[src/hw/telegram_pkg.sv]
// shared constants, parameter lookup and config opcodes for the cyclic telegram decoder
package telegram_pkg;

  localparam int MAX_ENTRIES  = 10;
  localparam int NUM_LAYOUTS  = 4;
  localparam int NUM_TABLES   = 2 * NUM_LAYOUTS;

  localparam logic [5:0] ID_POS      = 6'h00;
  localparam logic [5:0] FIRST_POS   = 6'h01;
  localparam logic [5:0] FIXED_LO    = 6'h02;
  localparam logic [5:0] FIXED_HI    = 6'h03;
  localparam logic [1:0] FREE_LAYOUT = 2'h3;

  // arbitrary identifier bases; the low two bits carry the layout number
  localparam logic [7:0] RX_ID_BASE = 8'hE0;
  localparam logic [7:0] TX_ID_BASE = 8'hF0;

  localparam logic [1:0] MODE_POSITION = 2'h0;
  localparam logic [1:0] MODE_VELOCITY = 2'h1;
  localparam logic [1:0] MODE_TORQUE   = 2'h2;
  localparam logic [1:0] MODE_RESET    = 2'h0;

  localparam logic [1:0] OP_QUERY  = 2'h0;
  localparam logic [1:0] OP_APPEND = 2'h1;
  localparam logic [1:0] OP_DELETE = 2'h2;
  localparam logic [1:0] OP_SELECT = 2'h3;

  localparam logic [15:0] PN_CONTROL = 16'h03C7;
  localparam logic [15:0] PN_STATUS  = 16'h03C8;

  typedef struct packed {
    logic       exists;
    logic       writable;
    logic       readable;
    logic [2:0] size;
  } param_info_type;

  // parameter directory known to the drive; unknown numbers report exists = 0
  function automatic param_info_type param_info(input logic [15:0] pn);
    param_info_type r;
    r = '0;
    case (pn)
      16'h07DA: r = '{1'b1, 1'b1, 1'b0, 3'h1};
      16'h03C7: r = '{1'b1, 1'b1, 1'b0, 3'h2};
      16'h03C8: r = '{1'b1, 1'b0, 1'b1, 3'h2};
      16'h03E9: r = '{1'b1, 1'b1, 1'b1, 3'h4};
      16'h044C: r = '{1'b1, 1'b0, 1'b1, 3'h4};
      16'h044D: r = '{1'b1, 1'b0, 1'b1, 3'h4};
      16'h044E: r = '{1'b1, 1'b0, 1'b1, 3'h4};
      16'h0475: r = '{1'b1, 1'b0, 1'b1, 3'h4};
      16'h05DC: r = '{1'b1, 1'b1, 1'b1, 3'h1};
      default:  r = '0;
    endcase
    return r;
  endfunction

endpackage

[src/hw/word_buffer.sv]
// shift-register buffer with valid/ready on both sides; head word always in slot 0
`timescale 1ns/10ps
module word_buffer #(
  parameter int WIDTH = 8,
  parameter int DEPTH = 2
) (
  input  wire logic             clk,
  input  wire logic             rst_n,
  input  wire logic             in_valid,
  input  wire logic [WIDTH-1:0] in_data,
  output logic                  in_ready,
  output logic                  out_valid,
  output logic [WIDTH-1:0]      out_data,
  input  wire logic             out_ready
);
  localparam int CW = $clog2(DEPTH + 1);

  logic [WIDTH-1:0] slot_q [DEPTH];
  logic [CW-1:0]    count_q;
  logic [CW-1:0]    count_d;
  logic             in_ready_q;
  logic             out_valid_q;
  logic             push;
  logic             pop;

  assign in_ready  = in_ready_q;
  assign out_valid = out_valid_q;
  assign out_data  = slot_q[0];
  assign push      = in_valid && in_ready;
  assign pop       = out_valid && out_ready;

  always_comb begin
    count_d = count_q;
    if (push && !pop) begin
      count_d = count_q + CW'(1);
    end else if (pop && !push) begin
      count_d = count_q - CW'(1);
    end
  end

  // both handshake flags are registered from the next count so they leave flops directly
  always_ff @(posedge clk or negedge rst_n) begin
    if (!rst_n) begin
      count_q     <= '0;
      in_ready_q  <= 1'b1;
      out_valid_q <= 1'b0;
    end else begin
      count_q     <= count_d;
      in_ready_q  <= (count_d != CW'(DEPTH));
      out_valid_q <= (count_d != '0);
    end
  end

  // a pop shifts every slot down; a simultaneous push lands in the old top slot, count_q - 1
  always_ff @(posedge clk or negedge rst_n) begin
    if (!rst_n) begin
      for (int i = 0; i < DEPTH; i++) begin
        slot_q[i] <= '0;
      end
    end else begin
      for (int i = 0; i < DEPTH; i++) begin
        if (pop) begin
          if (push && CW'(i + 1) == count_q) begin
            slot_q[i] <= in_data;
          end else if (i < DEPTH - 1) begin
            slot_q[i] <= slot_q[(i + 1 < DEPTH) ? i + 1 : i];
          end
        end else if (push && CW'(i) == count_q) begin
          slot_q[i] <= in_data;
        end
      end
    end
  end
endmodule

[src/hw/cyclic_telegram_decoder.sv]
// receive telegram decoder: layout tables, identifier dispatch, mode binding and entry extraction
`timescale 1ns/10ps
// What this block does
// [RL1] every layout, receive or response, holds at most ten entries; more are refused
// [RL2] byte zero is the identifier; it picks the layout used for the remaining bytes
// [RL3] receive layouts zero to two carry the control word at bytes two and three
// [RL4] four receive layouts exist, each with its own entry list
// [RL5] layout zero means positioning, one velocity; two and three bind no mode
// [RL6] a bound layout's identifier switches the mode if it differs
// [RL7] entries follow the header in configured order; total size must match
// [RL8] read-only parameters are refused as receive entries
// [RL9] each receive layout points at a chosen response layout, sharing allowed
// [RL10] an entry request reports whether the parameter exists and its byte size
// [RL11] multi-byte fields arrive least significant byte first
// [RL12] response layouts zero to two hold the status word at bytes two and three
// [RL13] an unknown identifier drops the telegram; mode and parameters stay unchanged
module cyclic_telegram_decoder
  import telegram_pkg::*;
#(
  parameter int BUF_DEPTH = 2
) (
  input  wire logic        clk,
  input  wire logic        rst_n,
  input  wire logic [7:0]  rx_data,
  input  wire logic        rx_valid,
  input  wire logic        rx_last,
  output logic             rx_ready,
  input  wire logic        cfg_valid,
  input  wire logic [1:0]  cfg_op,
  input  wire logic        cfg_resp,
  input  wire logic [1:0]  cfg_layout,
  input  wire logic [15:0] cfg_param,
  input  wire logic [1:0]  cfg_target,
  output logic             cfg_done,
  output logic             cfg_ok,
  output logic [2:0]       cfg_size,
  output logic [5:0]       cfg_offset,
  output logic             wr_valid,
  input  wire logic        wr_ready,
  output logic [15:0]      wr_param,
  output logic [31:0]      wr_value,
  output logic [2:0]       wr_size,
  output logic [15:0]      ctrl_word,
  output logic             ctrl_update,
  output logic [1:0]       mode,
  output logic             mode_change,
  output logic [1:0]       resp_layout,
  output logic [7:0]       resp_id,
  output logic             telegram_done,
  output logic             telegram_drop,
  output logic             size_error
);
  typedef enum logic [1:0] {ST_IDLE, ST_DATA, ST_DROP} state_type;
  // layout tables: index {response, layout}
  logic [15:0] ent_param_q [NUM_TABLES][MAX_ENTRIES];
  logic [2:0]  ent_size_q  [NUM_TABLES][MAX_ENTRIES];
  logic [3:0]  cnt_q       [NUM_TABLES];
  logic [5:0]  len_q       [NUM_TABLES];
  logic [1:0]  resp_sel_q  [NUM_LAYOUTS];
  state_type   state_q;
  logic [1:0]  lay_q;
  logic [5:0]  pos_q;
  logic [3:0]  idx_q;
  logic [2:0]  byte_q;
  logic [31:0] acc_q;
  logic [7:0]  ctrl_lo_q;
  logic           cfg_done_q, cfg_ok_q;
  logic [2:0]     cfg_size_q;
  logic [5:0]     cfg_offset_q;
  logic [15:0]    ctrl_word_q;
  logic           ctrl_update_q;
  logic [1:0]     mode_q;
  logic           mode_change_q;
  logic [1:0]     resp_layout_q;
  logic [7:0]     resp_id_q;
  logic           done_q, drop_q, size_err_q;
  // configuration request decode
  logic [2:0]     ci;
  param_info_type info;
  logic [5:0]     off;
  logic           covers_fixed;
  logic           hdr_ok;
  logic           dir_ok;
  logic           append_ok;
  logic [15:0]    fixed_pn;
  logic [3:0]     last_i;
  assign ci       = {cfg_resp, cfg_layout};
  assign info     = param_info(cfg_param);
  assign off      = len_q[ci];
  assign fixed_pn = cfg_resp ? PN_STATUS : PN_CONTROL;
  assign last_i   = cnt_q[ci] - 4'h1;
  assign covers_fixed = (off <= FIXED_LO) && ((off + {3'h0, info.size}) > FIXED_LO);
  // outside layout three the control or status word must sit exactly at bytes two and three, nowhere else
  assign hdr_ok   = (cfg_layout == FREE_LAYOUT) ||                                 // [RL3] [RL12]
                    (covers_fixed ? (cfg_param == fixed_pn && off == FIXED_LO) : (cfg_param != fixed_pn));
  assign dir_ok   = cfg_resp ? info.readable : info.writable;                     // [RL8]
  assign append_ok = info.exists && (cnt_q[ci] < 4'(MAX_ENTRIES)) && dir_ok && hdr_ok; // [RL1]
  always_ff @(posedge clk or negedge rst_n) begin
    if (!rst_n) begin
      for (int t = 0; t < NUM_TABLES; t++) begin
        cnt_q[t] <= '0;
        len_q[t] <= FIRST_POS;
        for (int e = 0; e < MAX_ENTRIES; e++) begin
          ent_param_q[t][e] <= '0;
          ent_size_q[t][e]  <= '0;
        end
      end
    end else if (cfg_valid && cfg_op == OP_APPEND && append_ok) begin
      ent_param_q[ci][cnt_q[ci]] <= cfg_param;                                    // [RL4] [RL7]
      ent_size_q[ci][cnt_q[ci]]  <= info.size;
      cnt_q[ci] <= cnt_q[ci] + 4'h1;
      len_q[ci] <= off + {3'h0, info.size};
    end else if (cfg_valid && cfg_op == OP_DELETE && cnt_q[ci] != 4'h0) begin
      cnt_q[ci] <= last_i;
      len_q[ci] <= off - {3'h0, ent_size_q[ci][last_i]};
    end
  end
  // by default each receive layout answers with the response layout of the same number
  always_ff @(posedge clk or negedge rst_n) begin
    if (!rst_n) begin
      for (int l = 0; l < NUM_LAYOUTS; l++) begin
        resp_sel_q[l] <= 2'(l);
      end
    end else if (cfg_valid && cfg_op == OP_SELECT && !cfg_resp) begin
      resp_sel_q[cfg_layout] <= cfg_target;                                       // [RL9]
    end
  end

  always_ff @(posedge clk or negedge rst_n) begin
    if (!rst_n) begin
      cfg_done_q   <= 1'b0;
      cfg_ok_q     <= 1'b0;
      cfg_size_q   <= '0;
      cfg_offset_q <= '0;
    end else begin
      cfg_done_q <= cfg_valid;
      if (cfg_valid) begin
        cfg_size_q   <= info.size;                                                // [RL10]
        cfg_offset_q <= off;
        case (cfg_op)
          OP_QUERY:  cfg_ok_q <= info.exists;                                     // [RL10]
          OP_APPEND: cfg_ok_q <= append_ok;
          OP_DELETE: begin
            cfg_ok_q     <= (cnt_q[ci] != 4'h0);
            cfg_offset_q <= (cnt_q[ci] != 4'h0) ? off - {3'h0, ent_size_q[ci][last_i]} : off;
          end
          default:   cfg_ok_q <= !cfg_resp;
        endcase
      end
    end
  end
  // telegram datapath
  logic        accept;
  logic        id_match;
  logic [2:0]  li;
  logic [2:0]  cur_size;
  logic [15:0] cur_param;
  logic        in_entry;
  logic [31:0] acc_n;
  logic        push;
  logic        buf_ready;
  logic        len_ok;
  assign rx_ready  = buf_ready;
  assign accept    = rx_valid && buf_ready;
  assign id_match  = (rx_data[7:2] == RX_ID_BASE[7:2]) && (cnt_q[{1'b0, rx_data[1:0]}] != 4'h0); // [RL2] [RL13]
  assign li        = {1'b0, lay_q};
  assign in_entry  = idx_q < cnt_q[li];
  assign cur_param = ent_param_q[li][in_entry ? idx_q : 4'h0];
  assign cur_size  = ent_size_q[li][in_entry ? idx_q : 4'h0];
  assign acc_n     = acc_q | ({24'h0, rx_data} << {byte_q, 3'b000});              // [RL11]
  assign push      = accept && state_q == ST_DATA && in_entry && (byte_q == cur_size - 3'h1);
  assign len_ok    = (pos_q + 6'h1) == len_q[li];
  always_ff @(posedge clk or negedge rst_n) begin
    if (!rst_n) begin
      state_q <= ST_IDLE;
      lay_q   <= '0;
      pos_q   <= ID_POS;
      idx_q   <= '0;
      byte_q  <= '0;
      acc_q   <= '0;
    end else if (accept) begin
      case (state_q)
        ST_IDLE: begin
          lay_q  <= rx_data[1:0];
          pos_q  <= FIRST_POS;
          idx_q  <= '0;
          byte_q <= '0;
          acc_q  <= '0;
          if (!rx_last) begin
            state_q <= id_match ? ST_DATA : ST_DROP;                              // [RL13]
          end
        end
        ST_DATA: begin
          pos_q <= pos_q + 6'h1;
          if (push) begin
            idx_q  <= idx_q + 4'h1;                                               // [RL7]
            byte_q <= '0;
            acc_q  <= '0;
          end else if (in_entry) begin
            byte_q <= byte_q + 3'h1;
            acc_q  <= acc_n;
          end
          if (rx_last) begin
            state_q <= ST_IDLE;
          end
        end
        ST_DROP: begin
          if (rx_last) begin
            state_q <= ST_IDLE;
          end
        end
        default: state_q <= ST_IDLE;
      endcase
    end
  end
  // only the two bound layouts touch the mode; a switch is raised once per change
  always_ff @(posedge clk or negedge rst_n) begin
    if (!rst_n) begin
      mode_q        <= MODE_RESET;
      mode_change_q <= 1'b0;
      resp_layout_q <= '0;
      resp_id_q     <= TX_ID_BASE;
    end else begin
      mode_change_q <= 1'b0;
      if (accept && state_q == ST_IDLE && id_match) begin
        resp_layout_q <= resp_sel_q[rx_data[1:0]];                                // [RL9]
        resp_id_q     <= TX_ID_BASE | {6'h00, resp_sel_q[rx_data[1:0]]};
        if (rx_data[1:0] == 2'h0 && mode_q != MODE_POSITION) begin                // [RL5] [RL6]
          mode_q        <= MODE_POSITION;
          mode_change_q <= 1'b1;
        end else if (rx_data[1:0] == 2'h1 && mode_q != MODE_VELOCITY) begin
          mode_q        <= MODE_VELOCITY;
          mode_change_q <= 1'b1;
        end
      end
    end
  end

  always_ff @(posedge clk or negedge rst_n) begin
    if (!rst_n) begin
      ctrl_lo_q     <= '0;
      ctrl_word_q   <= '0;
      ctrl_update_q <= 1'b0;
    end else begin
      ctrl_update_q <= 1'b0;
      if (accept && state_q == ST_DATA && lay_q != FREE_LAYOUT) begin
        if (pos_q == FIXED_LO) begin
          ctrl_lo_q <= rx_data;                                                   // [RL3] [RL11]
        end else if (pos_q == FIXED_HI) begin
          ctrl_word_q   <= {rx_data, ctrl_lo_q};
          ctrl_update_q <= 1'b1;
        end
      end
    end
  end
  // short or long telegrams are flagged; entries already complete are not recalled
  always_ff @(posedge clk or negedge rst_n) begin
    if (!rst_n) begin
      done_q     <= 1'b0;
      drop_q     <= 1'b0;
      size_err_q <= 1'b0;
    end else begin
      done_q     <= 1'b0;
      drop_q     <= 1'b0;
      size_err_q <= 1'b0;
      if (accept && state_q == ST_IDLE) begin
        drop_q <= !id_match;                                                      // [RL13]
        if (id_match && rx_last) begin
          done_q     <= len_q[{1'b0, rx_data[1:0]}] == FIRST_POS;
          size_err_q <= len_q[{1'b0, rx_data[1:0]}] != FIRST_POS;
        end
      end else if (accept && state_q == ST_DATA && rx_last) begin
        done_q     <= len_ok;
        size_err_q <= !len_ok;                                                    // [RL7]
      end
    end
  end
  word_buffer #(
    .WIDTH (51),
    .DEPTH (BUF_DEPTH)
  ) u_buffer (
    .clk       (clk),
    .rst_n     (rst_n),
    .in_valid  (push),
    .in_data   ({cur_param, acc_n, cur_size}),
    .in_ready  (buf_ready),
    .out_valid (wr_valid),
    .out_data  ({wr_param, wr_value, wr_size}),
    .out_ready (wr_ready)
  );
  assign cfg_done      = cfg_done_q;
  assign cfg_ok        = cfg_ok_q;
  assign cfg_size      = cfg_size_q;
  assign cfg_offset    = cfg_offset_q;
  assign ctrl_word     = ctrl_word_q;
  assign ctrl_update   = ctrl_update_q;
  assign mode          = mode_q;
  assign mode_change   = mode_change_q;
  assign resp_layout   = resp_layout_q;
  assign resp_id       = resp_id_q;
  assign telegram_done = done_q;
  assign telegram_drop = drop_q;
  assign size_error    = size_err_q;
  a_entry_limit: assert property (@(posedge clk) disable iff (!rst_n)                     // [RL1]
    cfg_valid && cfg_op == OP_APPEND && cnt_q[ci] == 4'(MAX_ENTRIES) |=> cfg_done && !cfg_ok)
    else $error("append accepted on a full layout");
  a_unknown_drop: assert property (@(posedge clk) disable iff (!rst_n)                    // [RL13]
    accept && state_q == ST_IDLE && !id_match |=> telegram_drop && $stable(mode) && state_q != ST_DATA)
    else $error("unknown identifier not dropped");
  a_bound_mode: assert property (@(posedge clk) disable iff (!rst_n)                      // [RL6]
    accept && state_q == ST_IDLE && id_match && rx_data[1:0] == 2'h1 |=> mode == MODE_VELOCITY)
    else $error("velocity layout did not set velocity mode");
  a_unbound_mode: assert property (@(posedge clk) disable iff (!rst_n)                    // [RL5]
    accept && state_q == ST_IDLE && id_match && rx_data[1] |=> $stable(mode) && !mode_change)
    else $error("unbound layout changed the mode");
  a_ctrl_word: assert property (@(posedge clk) disable iff (!rst_n)                       // [RL3]
    accept && state_q == ST_DATA && lay_q != FREE_LAYOUT && pos_q == FIXED_HI
      |=> ctrl_update && ctrl_word[15:8] == $past(rx_data) && ctrl_word[7:0] == $past(ctrl_lo_q))
    else $error("control word not taken from bytes two and three");
  a_readonly_refused: assert property (@(posedge clk) disable iff (!rst_n)                // [RL8]
    cfg_valid && cfg_op == OP_APPEND && !cfg_resp && !info.writable
      |=> !cfg_ok && cnt_q[$past(ci)] == $past(cnt_q[ci]))
    else $error("read-only parameter accepted for receive layout");
  a_size_report: assert property (@(posedge clk) disable iff (!rst_n)                     // [RL10]
    cfg_valid && cfg_op == OP_QUERY |=> cfg_ok == $past(info.exists) && cfg_size == $past(info.size))
    else $error("query answer wrong");
  a_lsb_first: assert property (@(posedge clk) disable iff (!rst_n)                       // [RL11]
    push && cur_size == 3'h2 |-> acc_n[15:8] == rx_data && acc_n[7:0] == acc_q[7:0])
    else $error("two-byte field not assembled low byte first");
  a_status_place: assert property (@(posedge clk) disable iff (!rst_n)                    // [RL12]
    cfg_valid && cfg_op == OP_APPEND && cfg_resp && cfg_layout != FREE_LAYOUT && off == FIXED_LO
      && cfg_param != PN_STATUS |=> !cfg_ok)
    else $error("status word slot given to another parameter");
  a_resp_pair: assert property (@(posedge clk) disable iff (!rst_n)                       // [RL9]
    cfg_valid && cfg_op == OP_SELECT && !cfg_resp |=> resp_sel_q[$past(cfg_layout)] == $past(cfg_target))
    else $error("response layout selection not stored");
  a_size_check: assert property (@(posedge clk) disable iff (!rst_n)                      // [RL7]
    accept && state_q == ST_DATA && rx_last && !len_ok |=> size_error && !telegram_done)
    else $error("wrong telegram length not flagged");
endmodule

[config.mk]
export PLATFORM = sky130hd
export DESIGN_NAME = cyclic_telegram_decoder
export DESIGN_NICKNAME = d
export VERILOG_FILES = /design/src/hw/telegram_pkg.sv /design/src/hw/word_buffer.sv /design/src/hw/cyclic_telegram_decoder.sv
export SDC_FILE = /design/constraint.sdc
export NUM_CORES = 2
export LEC_CHECK = 0
export BUFFER_PORTS_ARGS = -buffer_cell sky130_fd_sc_hd__buf_2
export CORE_MARGIN = 2
export CORE_UTILIZATION = 40
export DETAILED_ROUTE_END_ITERATION = 10
export MAX_ROUTING_LAYER = met4
export PLACE_DENSITY = 0.58
export SLEW_MARGIN = 5
export SYNTH_ARGS = -nofsm -noshare
export SYNTH_HDL_FRONTEND = slang
export SYNTH_SLANG_ARGS = --single-unit
export TNS_END_PERCENT = 100
[constraint.sdc]
create_clock -name clk -period 6.5 [get_ports clk]
set_input_delay 0.325 -clock clk [delete_from_list [all_inputs] [get_ports clk]]
set_output_delay 0.325 -clock clk [all_outputs]
set_load 0.05 [all_outputs]
==> impl_results.md <==
* Crit path arrival time at 6.39 ns
* TNS Setup at 0 ns
* Placed insts at 5861
* CTS tree: built
* Total core area at ~130000 um2
* GR Util All Layers at 21.6%
* Worst-path clk slew at 0.06 ns
* Worst min path class: in -> reg
* Period minus WS final at about 5.7 ns
* Die Height at between 300 and 400 um
* IO Pins at 134
* Ys flop type: dfrtp_1
* R2r setup slk at 0.75 ns
* First-pass DRT Iterations at 5
* Post-synthesis mux area share at a little under a quarter
* Post-Synthesis Cells at roughly 4200
* Count of different cell masters after synthesis at 70
* Post-Synth XOR/XNOR Area at 0.458%
* Post-synth EDFFs at 0
* Area post-placement at approximately 56000 um2
* Fmax at 174 MHz
* Total wire length at 141 mm
* Sequential fraction of the synthesis area at 54.6%
* Worst Slack Setup Final at 0.754 ns
* Latest clock arrival within the worst-skew pair at between 0.7 and 0.8 ns
* RSZ-0062 raised after global routing: false
* Yosys reg bits at ~1200
* Post-Place Setup Slack at 0.873 ns
* Placer Congestion at 0.863
* DRT iter0 DRCs at ~2900
* Vias in the first global route at 34300
* Synth Warn # at 0
* Pwr/cell area at 280 nW/um2
* Max transition margin at between 10% and 20%
* Reg2Reg Capture Point: u_buffer.out_data[26]$_DFFE_PN0P_
* First-pass GRT wire length at 219 mm
* Slowest cell delay on critical path at 0.74 ns
* # rows at 134
* Antenna viol nets, final at 0
* Outcome: complete, no violations
* CP startpoint: lay_q[1]$_DFFE_PN0P_
* Max-Cap Viols at 0
* IO Port Bufs at between 100 and 150
* Post-layout util at between 40% and 50%
* Worst path cell trace: mux4_2, inv_1, ha_1, nand3_1, o21ai_4, buf_4, a211oi_1, a21oi_1, a21oi_1, a21oi_1, inv_1, ha_1, xor2_1, nor3b_1, nand3_1, a21oi_1, a21oi_4, buf_4, a221o_1
* Vias at about 34000
* Root Driver: clkbuf_16
* Die Width at 370 um
* Startpoint types: flop
* Synth Area in Compound Gates at 6.56%
* Critical path peak fanout at 50
* Async set-reset flop share out of synthesis at 100%
* Design Power at 16.9 mW
* Nets at 4301
* Mapped Area at between 50000 and 60000 um2
* Post-CTS sizing at 0
* Final Cell Area at 60300 um2
* Critical Path Most Common Cell: a21oi_1
* Pin slew with the least headroom to its limit at 1.24 ns
* FF-to-FF Start: lay_q[1]$_DFFE_PN0P_
* P_leak at 30.3 nW
* Post-synthesis simple-gate area fraction at between 10% and 20%
* Worst hold slack at 0.0704 ns
* Finished Layout Cells at 6114
* Post-Syn Area per Cell at 12.7 um2
* Final number of setup-violating endpoints at 0
* Max Clock Skew at 0.0395 ns
* Largest net degree at the start of global routing at 173
* Setup bufs post-CTS at 0
* Kind of critical path: reg -> reg
* Starting density of the core at between 40 and 50%
* Main combinational cell family by area after synthesis: multiplexers
* Initial antenna violation count at 10
* CP endpoint kind: flop
* Longest Clk Path Bufs at 3
* WP data required at approximately 7 ns
* Setup crit end: u_buffer.out_data[26]$_DFFE_PN0P_
* Clk sink count at ~1200
* Die area at 137000 um2
* Synth-to-Final Area Change at 12.6%
* Remaining routing DRC violations at 0
* H-Tree Depth at 4
* DP HPWL at 92.0 mm
* Final Hold Viols at 0
* Worst r2r path cells at 19
* Final count of pins violating max slew at 0
* Wire per inst at 23.0 um
* Slowest cell on crit path: dfrtp_4
* Total gr overflow at 0
* Cts bufs inserted at 131
* Tcrit/Tclk final at around nine tenths
* Post-Synth Adder-Cell Area at less than 1%
* Max VDD drop at roughly 0.24 mV
* Vias per cell at about 5.5
* Layout cells sized above 1 at 26.6%
## repair_timing
item,4_1_cts,5_1_grt
endpoints found under the hold margin,104,0
setup endpoints to repair,0,0
hold buffers,12,0
## state kept, by name, summed over array words and instances (netlist names), 6 cells and up, named ones only
register           cells
ent_size_q           240
cfg_offset             6
ctrl_lo_q              8
len_q                 48
u_buffer.slot_q       51
acc_q                 32
ctrl_word             16
u_buffer.out_data     51
pos_q                  6
resp_sel_q             8
ent_param_q          640
cnt_q                 24
## critical path: cells and delay by family, from the launching register on
family	cells	cell delay, ns
AO/OA/AOI/OAI	8	2.07
adder cells (fa/ha/maj)	2	0.66
XOR/XNOR	1	0.21
buffers and inverters	4	0.82
multiplexers	1	0.32
flip-flops	1	0.74
AND/OR/NAND/NOR	3	0.71
## synthesized netlist by cell type, types with 13 or more instances
| library cell | instances | share of area (%) |
|---|---|---|
| nor2_1 | 168 | 1.2 |
| nand2b_1 | 130 | 1.5 |
| mux4_2 | 298 | 13 |
| buf_2 | 77 | 0.72 |
| buf_1 | 36 | 0.25 |
| and2_1 | 213 | 2.5 |
| mux2_2 | 365 | 7.7 |
| dfstp_2 | 13 | 0.64 |
| xnor2_1 | 17 | 0.28 |
| a21oi_1 | 198 | 1.9 |
| nor3_1 | 59 | 0.55 |
| a21o_1 | 83 | 1.2 |
| ha_1 | 24 | 0.56 |
| nand3_1 | 19 | 0.18 |
| a221o_1 | 51 | 0.95 |
| buf_4 | 65 | 0.91 |
| clkbuf_1 | 211 | 1.5 |
| inv_1 | 37 | 0.26 |
| nor2b_1 | 15 | 0.18 |
| nor3b_1 | 26 | 0.36 |
| o21ai_0 | 113 | 1.1 |
| nand2_1 | 513 | 3.6 |
| nand4_1 | 13 | 0.15 |
| a41oi_1 | 33 | 0.54 |
| dfrtp_1 | 1153 | 54 |
| mux2i_1 | 147 | 2.7 |
## area by class of cell
class	count	area, um2
Sequential cell	1166	29200
Fill cell	12000	72900
Clock inverter	48	599
Antenna cell	9	22.5
Clock buffer	184	3760
Tap cell	1768	2210
Inverter	38	143
Timing Repair Buffer	261	1830
Multi-Input combinational cell	2640	22500
## how the worst min path moves through the flow
stage	from	end	slack [ns]	cells past startpoint
after floorplan	rst_n	asynchronous set/reset pin	0.03	0
final	cfg_param[4]	ent_param_q[964]$_DFFE_PN0P_	0.07	2
after global routing	cfg_param[4]	ent_param_q[964]$_DFFE_PN0P_	0.04	2
after detailed placement	rst_n	ent_param_q[751]$_DFFE_PN0P_	0.42	1
after CTS	cfg_param[1]	ent_param_q[785]$_DFFE_PN0P_	0.005	3
after global placement	rst_n	ent_param_q[751]$_DFFE_PN0P_	0.42	1
## power breakdown
part,internal [mW],leakage [nW],switching [mW]
Combinational,0.727,12.0,1.31
Clock,4.35,2.14,3.12
Sequential,7.31,16.1,0.0869
Total,12.4,30.3,4.52
## placed cells by master, fill, tap and decap left out, types with 130 or more instances in the layout
cell,Yosys,routed
a21oi_1,198,196
mux2i_1,147,145
mux2_2,365,365
nand2b_1,130,130
nor2_1,168,167
mux4_2,298,298
and2_1,213,213
nand2_1,513,513
clkbuf_16,0,132
dfrtp_1,1153,1151
## per-layer routing
metal / global-route usage [%] / vias to the layer above / part of all wire (%)
li1: - / 15000 / -
met1: 30.6 / 17600 / 46
met2: 31.0 / 847 / 45
met3: 5.06 / 219 / 6.4
met4: 6.43 / 0 / 2.4
met5: - / - / 0
## kinds of logic (layout without fill, tap and decap cells)
group,after synthesis,count (layout)
DFF,1166,1166
buffers and inverters,429,531
xor gates and xnor gates,28,28
adders and majority gates,26,26
AOI/OAI and AO/OA,545,545
and+or+nand+nor,1223,1223
muxes,811,811
other,2,16
No activity file was read; power rests on OpenSTA's default activity.
